--- src/rtl/prc_pkg.sv ---
// Shared constants for the PLL runtime reconfiguration scan link.
// Assumes both ends run on one clock, core_clk, which also serves as the shift clock.
package prc_pkg;
    // ------------------------------------------------------------------
    // Scan chain layout
    // ------------------------------------------------------------------
    localparam int CHAIN_BITS = 144;
    localparam int NUM_CNT    = 7;        // Index 0..4 = C4..C0, 5 = feedback, 6 = prescale.
    localparam int FB_IDX     = 5;
    localparam int PRE_IDX    = 6;
    localparam int CNT_BITS   = 18;
    localparam int CNT_W      = 8;
    localparam int LO_LSB     = 0;
    localparam int HI_LSB     = 8;
    localparam int BYP_BIT    = 16;
    localparam int ODD_BIT    = 17;
    localparam int CP_LSB     = 126;
    localparam int CP_W       = 9;
    localparam int CP_I_W     = 3;
    localparam int LF_LSB     = 135;
    localparam int LF_W       = 9;
    localparam int LFR_LSB    = 0;
    localparam int LFR_W      = 5;
    localparam int LFC_LSB    = 5;
    localparam int LFC_W      = 2;
    localparam int TAP_W      = 3;        // Eight VCO phases.
    localparam int SEL_W      = 3;
    localparam int COARSE_W   = 8;
    localparam logic [COARSE_W-1:0] COARSE_ZERO_DEG = 8'h01;
    localparam int BITCNT_W   = 8;
    localparam logic [BITCNT_W-1:0] LAST_BIT = 8'h8F;

    // ------------------------------------------------------------------
    // Timing
    // ------------------------------------------------------------------
    localparam int SCAN_MAX_MHZ     = 100;
    localparam int CORE_MHZ         = 40;
    localparam int CORE_PERIOD_NS   = 25;
    localparam int LOOP_RESET_NS    = 10;
    localparam int LOOP_RESET_CYC_I = (LOOP_RESET_NS + CORE_PERIOD_NS - 1) / CORE_PERIOD_NS;
    localparam logic [3:0] LOOP_RESET_CYC =
        4'((LOOP_RESET_CYC_I < 1) ? 1 : LOOP_RESET_CYC_I);

    // ------------------------------------------------------------------
    // Controller registers
    // ------------------------------------------------------------------
    localparam int ADDR_W     = 8;
    localparam int DATA_W     = 32;
    localparam int DATA_WORDS = 5;
    localparam logic [ADDR_W-1:0] REG_DATA0 = 8'h00;
    localparam logic [ADDR_W-1:0] REG_CTRL  = 8'h14;
    localparam logic [ADDR_W-1:0] REG_STAT  = 8'h18;
    localparam int CTRL_START   = 0;
    localparam int CTRL_AUTORST = 1;
    localparam int STAT_BUSY    = 0;
    localparam int STAT_FIN     = 1;
    localparam int STAT_DONE    = 2;
    localparam int STAT_CNT_LSB = 8;
endpackage

--- src/rtl/prc_scan_if.sv ---
// Scan link between the reconfiguring user logic and the PLL.
// Assumes both ends sample every signal except loop_reset on the rising edge of core_clk; the PLL end takes loop_reset asynchronously.
`timescale 1ns/100ps
`default_nettype none
interface prc_scan_if;
    logic scan_ena;
    logic scan_data;
    logic cfg_apply;
    logic scan_done;
    logic loop_reset;

    modport dev (input scan_ena, input scan_data, input cfg_apply, input loop_reset,
                 output scan_done);
    modport ctl (output scan_ena, output scan_data, output cfg_apply, output loop_reset,
                 input scan_done);
endinterface
`default_nettype wire

--- src/rtl/prc_pll_device.sv ---
// PLL end of the runtime reconfiguration link: scan chain, counters, phase taps.
// Assumes core_clk stands for both the shift clock and the VCO; loop_reset is asynchronous.
//
// Overview of operation
// [RULE1] Shift clock stays at or below 100 MHz.
// [RULE2] Settings enter serially through a shift chain.
// [RULE3] Apply pulse copies chain into active settings.
// [RULE4] Each counter switches on its own period boundary.
// [RULE5] Gate rises one cycle before first bit.
// [RULE6] Capture starts second edge after gate rises.
// [RULE7] Gate drops after exactly 144 bits.
// [RULE8] Done flag high until all counters updated.
// [RULE9] Loop reset follows any divider or filter change.
// [RULE10] Whole sequence repeats without limit.
// [RULE11] All dividers, pump and filter are reprogrammable.
// [RULE12] Chain never alters phase offsets.
// [RULE13] Post-scale and feedback counters pick one of eight taps.
// [RULE14] Coarse offset holds off counter start.
// [RULE15] Coarse delay is value minus one periods.
// [RULE16] Phase step moves tap only, one cycle.
// [RULE17] Upstream loop low, downstream high bandwidth.
// [RULE18] First bit C4 low LSB, last filter MSB.
// [RULE19] Counters have 8-bit high and low counts.
// [RULE20] Bypass bit makes counter divide by one.
// [RULE21] Odd bit moves half cycle to low time.
// [RULE22] No new scan before done flag falls.
`timescale 1ns/100ps
`default_nettype none
module prc_pll_device #(
    parameter logic [prc_pkg::CHAIN_BITS-1:0] RESET_CFG = '0,
    parameter logic [prc_pkg::NUM_CNT*prc_pkg::COARSE_W-1:0] START_DLY =
        {prc_pkg::NUM_CNT{prc_pkg::COARSE_ZERO_DEG}}
) (
    input  wire logic                                      core_clk,
    input  wire logic                                      reset_n,
    prc_scan_if.dev                                        scan,
    input  wire logic                                      phase_step,
    input  wire logic                                      phase_up,
    input  wire logic [prc_pkg::SEL_W-1:0]                 phase_sel,
    output logic      [prc_pkg::NUM_CNT-1:0]               clk_out,
    output logic      [prc_pkg::NUM_CNT-1:0]               odd_fall,
    output logic      [prc_pkg::NUM_CNT*prc_pkg::TAP_W-1:0] phase_tap,
    output logic      [prc_pkg::CP_I_W-1:0]                charge_pump_current,
    output logic      [prc_pkg::LFR_W-1:0]                 loop_filter_resistor_field,
    output logic      [prc_pkg::LFC_W-1:0]                 loop_filter_capacitor_field
);
    import prc_pkg::*;

    // ------------------------------------------------------------------
    // Scan chain and apply
    // ------------------------------------------------------------------
    logic [CHAIN_BITS-1:0] chain_r;
    logic [CHAIN_BITS-1:0] staged_r;
    logic                  gate_d_r;
    logic                  done_r;
    logic [CP_W-1:0]       cp_r;
    logic [LF_W-1:0]       lf_r;
    logic [NUM_CNT-1:0]    pend;

    // The chain only moves once the gate has been seen high for a full cycle,
    // so the first shift lands on the second rising edge after the gate rises.
    wire shift_en  = scan.scan_ena & gate_d_r;
    // Counter logic restarts from either the core reset or the loop reset.
    wire loop_rst_n = reset_n & ~scan.loop_reset;

    always_ff @(posedge core_clk or negedge reset_n) begin
        if (!reset_n) begin
            gate_d_r <= 1'b0;
            chain_r  <= '0;
        end else begin
            gate_d_r <= scan.scan_ena; // [RULE6]
            if (shift_en) begin
                // New bits enter at the top, so the first bit ends in bit 0.
                chain_r <= {scan.scan_data, chain_r[CHAIN_BITS-1:1]}; // [RULE2] [RULE18]
            end
        end
    end

    always_ff @(posedge core_clk or negedge reset_n) begin
        if (!reset_n) begin
            staged_r <= RESET_CFG;
            cp_r     <= RESET_CFG[CP_LSB +: CP_W];
            lf_r     <= RESET_CFG[LF_LSB +: LF_W];
            done_r   <= 1'b0;
        end else begin
            if (scan.cfg_apply) begin
                staged_r <= chain_r; // [RULE3] [RULE10]
                // Pump and filter have no counter clock and switch at once.
                cp_r     <= chain_r[CP_LSB +: CP_W]; // [RULE11]
                lf_r     <= chain_r[LF_LSB +: LF_W];
            end
            done_r <= scan.cfg_apply | (|pend); // [RULE8]
        end
    end

    assign scan.scan_done               = done_r;
    assign charge_pump_current          = cp_r[CP_I_W-1:0];
    assign loop_filter_resistor_field   = lf_r[LFR_LSB +: LFR_W];
    assign loop_filter_capacitor_field  = lf_r[LFC_LSB +: LFC_W];

    // ------------------------------------------------------------------
    // Divider counters
    // ------------------------------------------------------------------
    for (genvar i = 0; i < NUM_CNT; i++) begin : g_cnt
        localparam logic [COARSE_W-1:0] START_C = START_DLY[i*COARSE_W +: COARSE_W];
        localparam logic [COARSE_W-1:0] DLY0 =
            (START_C == '0) ? '0 : START_C - COARSE_ZERO_DEG;
        localparam logic [SEL_W-1:0] SEL_ME = SEL_W'(i);

        logic [CNT_BITS-1:0] act_r;
        logic                pend_r;
        logic                run_r;
        logic                low_r;
        logic                clk_r;
        logic                odd_r;
        logic [COARSE_W-1:0] dly_r;
        logic [CNT_W-1:0]    cnt_r;
        logic [TAP_W-1:0]    tap_r;

        wire [CNT_W-1:0] hi_cnt = act_r[HI_LSB +: CNT_W];
        wire [CNT_W-1:0] lo_cnt = act_r[LO_LSB +: CNT_W];
        // A zero count is taken as one so that no phase can stall the counter.
        wire [CNT_W-1:0] hi_len = (hi_cnt == '0) ? 8'h01 : hi_cnt; // [RULE19]
        wire [CNT_W-1:0] lo_len = (lo_cnt == '0) ? 8'h01 : lo_cnt;
        wire             byp    = act_r[BYP_BIT];
        wire             odd    = act_r[ODD_BIT];
        wire             hi_end = ~low_r & (cnt_r == hi_len);
        wire             lo_end = low_r & (cnt_r == lo_len);
        wire             wrap   = run_r & (byp | lo_end);
        // A new setting is taken only at this counter's own period boundary,
        // or at once while the counter has not started yet.
        wire             take   = pend_r & (wrap | ~run_r); // [RULE4]
        wire             step   = phase_step & (phase_sel == SEL_ME) & (i != PRE_IDX);

        always_ff @(posedge core_clk or negedge reset_n) begin
            if (!reset_n) begin
                pend_r <= 1'b0;
                act_r  <= RESET_CFG[i*CNT_BITS +: CNT_BITS];
            end else if (scan.cfg_apply) begin
                pend_r <= 1'b1; // [RULE8]
            end else if (take) begin
                pend_r <= 1'b0;
                act_r  <= staged_r[i*CNT_BITS +: CNT_BITS]; // [RULE4] [RULE11]
            end
        end

        always_ff @(posedge core_clk or negedge loop_rst_n) begin
            if (!loop_rst_n) begin
                run_r <= 1'b0;
                low_r <= 1'b0;
                clk_r <= 1'b0;
                odd_r <= 1'b0;
                dly_r <= DLY0; // [RULE15]
                cnt_r <= 8'h01;
            end else begin
                clk_r <= run_r & (byp | (low_r ? lo_end : ~hi_end)); // [RULE19] [RULE20]
                // Marks a fall that the VCO falling edge would carry.
                odd_r <= run_r & ~byp & odd & hi_end; // [RULE21]
                if (!run_r) begin
                    if (dly_r == '0) begin
                        run_r <= 1'b1;
                    end else begin
                        dly_r <= dly_r - 8'h01; // [RULE14]
                    end
                end else if (byp || hi_end || lo_end) begin
                    low_r <= ~byp & hi_end; // [RULE20]
                    cnt_r <= 8'h01;
                end else begin
                    cnt_r <= cnt_r + 8'h01;
                end
            end
        end

        // The tap is untouched by the chain, so an offset survives only here.
        always_ff @(posedge core_clk or negedge reset_n) begin
            if (!reset_n) begin
                tap_r <= '0;
            end else if (step) begin
                tap_r <= phase_up ? tap_r + 3'h1 : tap_r - 3'h1; // [RULE13] [RULE16] [RULE12]
            end
        end

        assign pend[i]                      = pend_r;
        assign clk_out[i]                   = clk_r;
        assign odd_fall[i]                  = odd_r;
        assign phase_tap[i*TAP_W +: TAP_W]  = tap_r;
    end
endmodule
`default_nettype wire

--- src/flat_wrapper.sv ---
// flat-port wrapper written by rule: the top's interface ports become plain ports
module prc_pll_device_flat import prc_pkg::*;
#(
    parameter logic [prc_pkg::CHAIN_BITS-1:0] RESET_CFG = '0,
    parameter logic [prc_pkg::NUM_CNT*prc_pkg::COARSE_W-1:0] START_DLY =
        {prc_pkg::NUM_CNT{prc_pkg::COARSE_ZERO_DEG}}
)
  (core_clk, reset_n, phase_step, phase_up, phase_sel, clk_out, odd_fall, phase_tap, charge_pump_current, loop_filter_resistor_field, loop_filter_capacitor_field, scan_scan_ena, scan_scan_data, scan_cfg_apply, scan_loop_reset, scan_scan_done);
  prc_scan_if scan_i ();
  input  wire logic core_clk;
  input  wire logic reset_n;
  input  wire logic phase_step;
  input  wire logic phase_up;
  input  wire logic [prc_pkg::SEL_W-1:0] phase_sel;
  output logic      [prc_pkg::NUM_CNT-1:0] clk_out;
  output logic      [prc_pkg::NUM_CNT-1:0] odd_fall;
  output logic      [prc_pkg::NUM_CNT*prc_pkg::TAP_W-1:0] phase_tap;
  output logic      [prc_pkg::CP_I_W-1:0] charge_pump_current;
  output logic      [prc_pkg::LFR_W-1:0] loop_filter_resistor_field;
  output logic      [prc_pkg::LFC_W-1:0] loop_filter_capacitor_field;
  input wire logic [$bits(scan_i.scan_ena)-1:0] scan_scan_ena;
  input wire logic [$bits(scan_i.scan_data)-1:0] scan_scan_data;
  input wire logic [$bits(scan_i.cfg_apply)-1:0] scan_cfg_apply;
  input wire logic [$bits(scan_i.loop_reset)-1:0] scan_loop_reset;
  output wire logic [$bits(scan_i.scan_done)-1:0] scan_scan_done;
  assign scan_i.scan_ena = scan_scan_ena;
  assign scan_i.scan_data = scan_scan_data;
  assign scan_i.cfg_apply = scan_cfg_apply;
  assign scan_i.loop_reset = scan_loop_reset;
  assign scan_scan_done = scan_i.scan_done;
  prc_pll_device #(.RESET_CFG(RESET_CFG), .START_DLY(START_DLY)) u_core (.core_clk(core_clk), .reset_n(reset_n), .scan(scan_i), .phase_step(phase_step), .phase_up(phase_up), .phase_sel(phase_sel), .clk_out(clk_out), .odd_fall(odd_fall), .phase_tap(phase_tap), .charge_pump_current(charge_pump_current), .loop_filter_resistor_field(loop_filter_resistor_field), .loop_filter_capacitor_field(loop_filter_capacitor_field));
endmodule
--- config.mk ---
export PLATFORM = sky130hd
export DESIGN_NAME = prc_pll_device_flat
export DESIGN_NICKNAME = d
export VERILOG_FILES = /design/src/rtl/prc_pkg.sv /design/src/rtl/prc_scan_if.sv /design/src/rtl/prc_pll_device.sv /design/src/flat_wrapper.sv
export SDC_FILE = /design/constraint.sdc
export NUM_CORES = 1
export LEC_CHECK = 0
export BUFFER_PORTS_ARGS = -buffer_cell sky130_fd_sc_hd__buf_2
export CELL_PAD_IN_SITES_DETAIL_PLACEMENT = 1
export CELL_PAD_IN_SITES_GLOBAL_PLACEMENT = 1
export CORE_ASPECT_RATIO = 0.6
export CORE_UTILIZATION = 40
export CTS_CLUSTER_DIAMETER = 50
export DETAILED_ROUTE_END_ITERATION = 7
export PLACE_DENSITY_LB_ADDON = 0.1
export SLEW_MARGIN = 20
export SYNTH_ARGS = -nofsm -noshare
export SYNTH_HDL_FRONTEND = slang
export SYNTH_SLANG_ARGS = --single-unit
--- constraint.sdc ---
create_clock -name core_clk -period 20.6 [get_ports core_clk]
set_input_delay 3.09 -clock core_clk [delete_from_list [all_inputs] [get_ports core_clk]]
set_output_delay 3.09 -clock core_clk [all_outputs]
set_load 0.01 [all_outputs]
# Word level (Yosys, flattened, before mapping)
# Cells that the tools add are included.
[totals] ff_bits=573 in_bits=11 elab_cells=370 output_inout_bits=46
[op_classes] n_eq_ne=19 n_reduce_logical=65 n_bitwise=130 n_mux=62 addsub=26
[op_table] operator="$logic_not 8->1" count=21
[op_table] operator="$mux 8" count=21
[op_table] operator="$eq 8x8->1" count=14
[op_table] operator="$and 1x1->1" count=71
[op_table] operator="$add 8x1->8 const B" count=7
[op_table] operator="$sub 8x1->8 const B" count=7
[op_table] operator="$reduce_and 2->1" count=21
[op_table] operator="$not 1->1" count=37
[op_table] operator="$mux 1" count=35
[op_table] operator="$or 1x1->1" count=22
[op_table] operator="$add 3x1->3 const B" count=6
[op_table] operator="$mux 3" count=6
[op_table] operator="$sub 3x1->3 const B" count=6
[op_table] operator="$logic_or 1x1->1" count=14
[op_table] operator="$reduce_bool 2->1" count=7
[op_table] operator="$reduce_or 7->1" count=1
[op_table] operator="$eq 3x2->1 const B" count=2
[op_table] operator="$eq 3x3->1 const B" count=2
[op_table] operator="$eq 3x1->1 const B" count=1
[op_table] operator="$logic_not 3->1" count=1

# Longest topological paths before layout
# Gate-level depths: netlist of the first run.
[logic_depth] word_depth=10 depth_mapped=9 ltp_nobuf=7

# Worst setup path after synthesis of the first run
# OpenSTA, ideal clock, no wires.
[synth_path] path_kind="input -> register" startpoint="input phase_up" endpoint="register u_core.g_cnt[5].tap_r[2]" t_arrival_ns=4.517 path_slack_ns=16.004 t_required_ns=20.521 path_buffers=1 setup_ns=0.079 path_stages=6 path_cell_list="clkbuf_1 > inv_1 > fa_1 > xor2_1 > nor2_1 > xor2_1"
[synth_via] elab_chain_len=1
[synth_rtl] element="start: declaration" line_no="flat_wrapper.sv:13" text="input wire logic phase_up;"
[synth_rtl] element="$mux 3" line_no="prc_pll_device.sv:179" text="tap_r <= phase_up ? tap_r + 3'h1 : tap_r - 3'h1;"
[synth_rtl] element="end signal: assignment" line_no="prc_pll_device.sv:179"
[synth_rtl] element="end: declaration" line_no="prc_pll_device.sv:118" text="logic [TAP_W-1:0] tap_r;"
# No other way between the ends.
# A chain may end at the register's enable or synchronous reset.

# Worst setup path in the final report of the first run
[layout_path] startpoint="input scan_cfg_apply" endpoint="register u_core.g_cnt[0].act_r[3]"
[layout_via] elab_chain_len=2
[layout_rtl] element="start: declaration" line_no="flat_wrapper.sv:23" text="input wire logic [$bits(scan_i.cfg_apply)-1:0] scan_cfg_apply;"
[layout_rtl] element="$not 1->1 (no line)"
[layout_rtl] element="$reduce_and 2->1 (no line)"
[layout_rtl] element="end signal: assignment" line_no="prc_pll_device.sv:138" text="act_r <= RESET_CFG[i*CNT_BITS +: CNT_BITS];"
[layout_rtl] element="end signal: assignment" line_no="prc_pll_device.sv:143" text="act_r <= staged_r[i*CNT_BITS +: CNT_BITS];"
[layout_rtl] element="end: declaration" line_no="prc_pll_device.sv:110" text="logic [CNT_BITS-1:0] act_r;"
# No other way between the ends.

==> metrics.md, run 1 <==
| Metric | Value |
|---|---|
| Vias in the first global route | 15293 |
| Post-Route WL | between 40000 and 50000 microns |
| CTS H-Tree Depth | 2 |
| DR pass1 iterations | 4 |
| Setup crit end kind | flop |
| Core box area | 60000 sq um |
| Combinational share of power | 0.173 |
| Row cnt | about 70 |
| Synth cell count leaders | 566 x dfrtp_1, 393 x mux2_2, 104 x xnor2_1 |
| Post-Syn Area | roughly 25000 sq um |
| Status | finished, final reports clean |
| First-pass GRT wire length | between 80000 and 90000 microns |
| Post-Syn Area per Cell | between 10 and 15 sq um |
| RSZ-0062 raised after global routing | no |
| Layout cells sized above 1 | 0.303 |
| GRT Total Usage | 0.168 |
| TritonCTS Buffers | 58 |
| Seq/Total Area, Yosys | 0.583 |
| GRT met1 Usage | 0.264 |
| # diodes | 0 |
| Nets | 1919 |
| GRT Max-Usage Layer | met1 |
| Post-CTS Setup Inserts | 0 |
| Initial antenna violation count | 0 |
| Cell variety after synth | 54 |
| Yosys reg bits | approximately 570 |
| Sw Ratio | 0.292 |
| Tot Pwr | a little under 3 mW |
| M3 GR Usage | 0.0288 |
| Worst-path maximum fanout | 60 |
| Final ANT Viol Nets | 0 |
| DRT iter0 DRCs | about 670 |
| Vias per cell | 5.12 |
| Chip Width | 322 microns |
| IO Port Bufs | 53 |
| DR WL/cell | approximately 18 microns |
| CP startpoint kind | input pin |
| Async set or reset register ratio after synthesis | 1.00 |
| Peak VDD IR | approximately 0.063 mV |
| Clock slew at reported path FFs | around 0.06 ns |
| Drt drc | 0 |
| Slew headroom | 0.282 |
| Leak | around 13 nW |
| Pins Over Slew Limit | 0 |
| Post-synth top area share | 0.576 |
| Flop pwr share | 0.465 |
| Critical path class | in -> reg |
| R2R Setup Slk | 17.63 ns |
| Area growth syn-to-layout | 11.4% |
| Placer Congestion | between 0.7 and 0.8 |
| CTS tree | built |
| Int Power | approximately 2 mW |
| Post-synth EDFFs | 0 |
| Post-DP HPWL | 32700 microns |
| Chip height | just under 200 microns |
| Via Count | 14029 |
| Clk sinks | approximately 570 |
| Root Buffer | clkbuf_16 |
| Final min period | ~4.9 ns |
| Worst Max-Slew Pin Slew | 1.08 ns |
| Clock latency on the worst-skew pair | a little over 0.6 ns |
| Met2 Use GR | 0.237 |
| Pwr dens | around 110 nW/um^2 |
| Sw Pwr | between 800 and 900 uW |
| Final setup viols | 0 |
| IO Count | 57 |
| Hold-fix buffers at CTS | 0 |
| Setup TNS | 0 ns |
| Data arrival, critical path | 5.35 ns |
| Max-cap violations | 0 |
| Post-Syn Instances | between 1500 and 2000 |
| Top-count cell post-synth | dfrtp_1 |
| Die Area | ~63000 sq um |
| CTS max path bufs | 3 |
| Top FF cell, synth | dfrtp_1 |
| Clock power frac | 0.363 |
| CTS resizes | 0 |
| Largest net degree at the start of global routing | 90 |
| Final Hold Violating Endpoints | 0 |
| Fmax | about 200 MHz |
| Hold Crit Class | reg -> reg |
| Yosys top cell by area | dfrtp_1 |
| Ys Warns | 0 |
| CP required | approximately 21 ns |
| Total global routing overflow | 0 |
| Worst Clk Skew | slightly below 0.02 ns |
| Area contributors post-synth | dfrtp_1 58%, mux2_2 18%, xnor2_1 3.7%, xor2_1 2.7%, nor4_1 1.3% |
| Starting Density | 0.410 |
| Fin crit share | 0.236 |
[state kept, by name (all words and copies together) (netlist names)]
name                   count
u_core.chain_r           144
u_core.cp_r                3
u_core.g_cnt.act_r       126
u_core.g_cnt.clk_r         7
u_core.g_cnt.cnt_r        56
u_core.g_cnt.dly_r        56
u_core.g_cnt.low_r         7
u_core.g_cnt.odd_r         7
u_core.g_cnt.pend_r        7
u_core.g_cnt.run_r         7
u_core.g_cnt.tap_r        18
u_core.gate_d_r            1
u_core.lf_r                7
u_core.scan.scan_done      1
u_core.staged_r          126
[critical path, stage by stage]
cell and delay [ns]:
buf_6 0.20, buf_4 0.43, nand2b_1 0.32, a21oi_2 0.78, mux2_2 0.42
[kinds of logic (layout without fill, tap and decap cells)]
family,after synthesis,in the layout,share of synthesized area
AOI/OAI and AO/OA,160,160,0.0443
xor gates and xnor gates,181,181,0.0644
adders and majority gates,27,27,0.0156
buffers and inverters,139,206,0.0264
DFF,573,573,0.583
muxes,409,409,0.188
other,1,3,0.000152
and+or+nand+nor,363,363,0.0775
[final cells by class]
class                           instances  area, sq um
Timing Repair Buffer                   63          368
Inverter                               42          158
Fill cell                            6041        32600
Multi-Input combinational cell       1143         9630
Clock buffer                           81         1700
Clock inverter                         20          188
Sequential cell                       573        14300
Tap cell                              816         1020
[through the flow]
step                hold slack [ns]  worst slack [ns]  utilization  instance area [sq um]  std cells
floorplan                     0.435              8.69            -                  24600       1855
global placement              0.450             14.91        0.425                  25500       2637
detailed placement            0.455             14.84        0.425                  25500       2637
CTS                           0.468             15.54        0.457                  27400       2738
global route                  0.486             15.37        0.457                  27400       2738
finish                        0.463             15.74        0.457                  27400       2738
[power by group through the flow]
stage	Combinational, mW	Clock [mW]	Sequential [mW]
2_1_floorplan	0.394	0	1.32
3_3_place_gp	0.489	0	1.37
3_5_place_dp	0.506	0	1.37
4_1_cts	0.510	1.09	1.35
5_1_grt	0.567	1.14	1.37
6_report	0.502	1.05	1.35
[layout by cell type, fill, tap and decap left out, types with 11 or more instances in the layout]
cell,instances
dfrtp_1,566
mux2_2,393
xnor2_1,104
xor2_1,77
nand2_1,69
nor2_1,67
clkbuf_16,61
nor4_1,51
buf_2,51
a21oi_1,46
inv_1,39
nand3_1,35
nor3_1,27
nor2b_1,22
ha_1,21
nand2b_1,17
o31ai_1,16
a31oi_1,15
o2bb2ai_1,15
a21o_1,14
o21ai_0,12
nand4_1,12
nand3b_1,11
a22o_1,11
[worst paths after layout]
kind                                               start  cells past startpoint                  endpoint
worst max register to register  u_core.g_cnt[5].act_r[5]                      6  u_core.g_cnt[5].act_r[0]
worst max-delay path                      scan_cfg_apply                      5  u_core.g_cnt[0].act_r[3]
min in group asynchronous                        reset_n                      1  u_core.g_cnt[5].act_r[9]
worst min-delay path            u_core.g_cnt[3].dly_r[4]                      1  u_core.g_cnt[3].dly_r[4]
worst min register to register  u_core.g_cnt[3].dly_r[4]                      1  u_core.g_cnt[3].dly_r[4]
max in group asynchronous                        reset_n                      3  u_core.g_cnt[3].dly_r[0]
[metal layers]
metal  part of all wire  vias to the layer above
met5                  0                        -
met4              0.018                        0
met3              0.033                       73
met2               0.41                      104
met1               0.54                     7289
li1                   -                     6563
Note: power is estimated with default switching activity, not from simulation.
==> inputs of run 2 (changes only) <==
==> constraint.sdc (replaced) <==
create_clock -name core_clk -period 4.2 [get_ports core_clk]
set_input_delay 0.63 -clock core_clk [delete_from_list [all_inputs] [get_ports core_clk]]
set_output_delay 0.63 -clock core_clk [all_outputs]
set_load 0.01 [all_outputs]
==> metrics.md, run 2 (same netlist as run 1, synthesis figures left out) <==
| Metric | Value |
|---|---|
| Area growth syn-to-layout | 11.9% |
| Post-Route WL | between 40000 and 50000 microns |
| DR pass1 iterations | 4 |
| Vias per cell | about 5.2 |
| Chip height | about 190 microns |
| Largest net degree at the start of global routing | ~150 |
| CTS tree | built |
| Critical path class | reg -> reg |
| Hold-fix buffers at CTS | 1 |
| Worst Max-Slew Pin Slew | 1.02 ns |
| Data arrival, critical path | 3.35 ns |
| Final Hold Violating Endpoints | 0 |
| Number of flip-flops in the largest register | about 140 |
| CTS H-Tree Depth | 2 |
| Top flop regs | u_core.chain_r (144), u_core.g_cnt.act_r (126), u_core.staged_r (126) |
| Fmax | roughly 350 MHz |
| Fin crit share | 0.682 |
| CP startpoint kind | flop |
| Setup TNS | 0 ns |
| First-pass GRT wire length | ~85000 microns |
| Chip Width | between 300 and 400 microns |
| Nets | between 1500 and 2000 |
| Slowest-stage cell, CP | o21a_1 |
| Die Area | approximately 63000 sq um |
| Post-DP HPWL | between 30000 and 40000 microns |
| Worst-path maximum fanout | 17 |
| Fillers | 6055 |
| RSZ-0062 raised after global routing | no |
| Commonest cells after routing, fill and taps aside | 566 x dfrtp_1, 393 x mux2_2, 104 x xnor2_1 |
| Layout cells sized above 1 | 0.305 |
| Via Count | 14121 |
| Drt drc | 0 |
| Buf/Inv on CP | 0 |
| Root Buffer | clkbuf_16 |
| CP peak stage delay | about 0.76 ns |
| IO Count | 57 |
| Worst path cell trace | or4_1, nor4_2, mux2i_1, o21ai_4, o21a_1, mux2_2 |
| Initial antenna violation count | 0 |
| Core box area | 60000 sq um |
| DR WL/cell | 18.1 microns |
| CP required | approximately 4.7 ns |
| Min Hold Slack | approximately 0.16 ns |
| Starting Density | 0.410 |
| Pins Over Slew Limit | 0 |
| IO Port Bufs | 53 |
| Final min period | 2.87 ns |
| Status | finished, final reports clean |
| Post-CTS Setup Inserts | 0 |
| # diodes | 0 |
| CTS max path bufs | 3 |
| Most common cell after layout, fill and taps aside | dfrtp_1 |
| Worst Clk Skew | ~0.023 ns |
| Clock slew at reported path FFs | 0.06 ns |
| Total global routing overflow | 0 |
| Hold Crit Class | in -> reg |
| Clk sinks | around 570 |
| Clock latency on the worst-skew pair | between 0.6 and 0.7 ns |
| DRT iter0 DRCs | between 600 and 700 |
| GRT Total Usage | 0.167 |
| Pwr dens | roughly 520 nW/um^2 |
| Setup crit end kind | flop |
| Final setup viols | 0 |
| Crit path max-delay family | compound AO/OA/AOI/OAI gates |
| CTS resizes | 0 |
| Max-cap violations | 0 |
| Slew headroom | 0.321 |
| Most flops, register | u_core.chain_r |
| Row cnt | 69 |
| Final ANT Viol Nets | 0 |
| Vias in the first global route | roughly 15000 |
| Placer Congestion | slightly below 0.8 |
| Peak VDD IR | ~0.30 mV |
| TritonCTS Buffers | 57 |
| Leak | 13.4 nW |
run 2: path summary, 6_finish.rpt:
check                                    startpoint                  endpoint  slack (ns)  cells after the start
max                        u_core.g_cnt[5].act_r[5]  u_core.g_cnt[5].act_r[4]        1.33                      6
min                                   scan_scan_ena           u_core.gate_d_r        0.16                      1
max reg2reg                u_core.g_cnt[5].act_r[5]  u_core.g_cnt[5].act_r[4]        1.33                      6
min reg2reg                u_core.g_cnt[5].dly_r[6]  u_core.g_cnt[5].dly_r[6]        0.47                      1
max in group asynchronous                   reset_n     u_core.g_cnt[6].clk_r        2.24                      4
min in group asynchronous           scan_loop_reset  u_core.g_cnt[0].cnt_r[3]        0.38                      3
run 2: final cells by class:
cell class	count	area, sq um	share of cell area
flip-flops and latches	573	14300	0.521
multi-input cells	1143	9640	0.350
clock buffers	76	1650	0.0599
well taps	816	1020	0.0371
repair buffers	63	422	0.0153
clock inverters	26	295	0.0107
inverters	42	158	0.00573
run 2: where the power goes:
part / internal (mW) / leakage (nW) / switching, mW
Sequential: 6.00 / 7.78 / 0.611
Clock: 3.07 / 0.955 / 2.22
Combinational: 1.16 / 4.70 / 1.32
Total: 10.2 / 13.4 / 4.14
run 2: metal layers:
metal	track usage	part of all wire
met1	0.266	0.54
met3	0.0281	0.028
met2	0.233	0.41
met5	0	0
met4	0.0407	0.017
run 2: worst reg2reg max path, cell delays in order, from the launching register on:
cell and delay (ns):
dfrtp_1 0.40, or4_1 0.56, nor4_2 0.18, mux2i_1 0.15, o21ai_4 0.27, o21a_1 0.76, mux2_2 0.42
run 2: metrics by stage:
stage | power, mW | cells | setup slack [ns] | utilization | area [sq um]
after CTS | 14.6 | 2739 | 1.29 | 0.459 | 27500
after detailed placement | 9.21 | 2636 | 1.30 | 0.426 | 25600
after global placement | 9.11 | 2636 | 1.38 | 0.426 | 25600
final | 14.4 | 2739 | 1.33 | 0.459 | 27500
after floorplan | 8.42 | 1855 | 0.809 | - | 24600
after global routing | 15.2 | 2739 | 1.15 | 0.459 | 27500
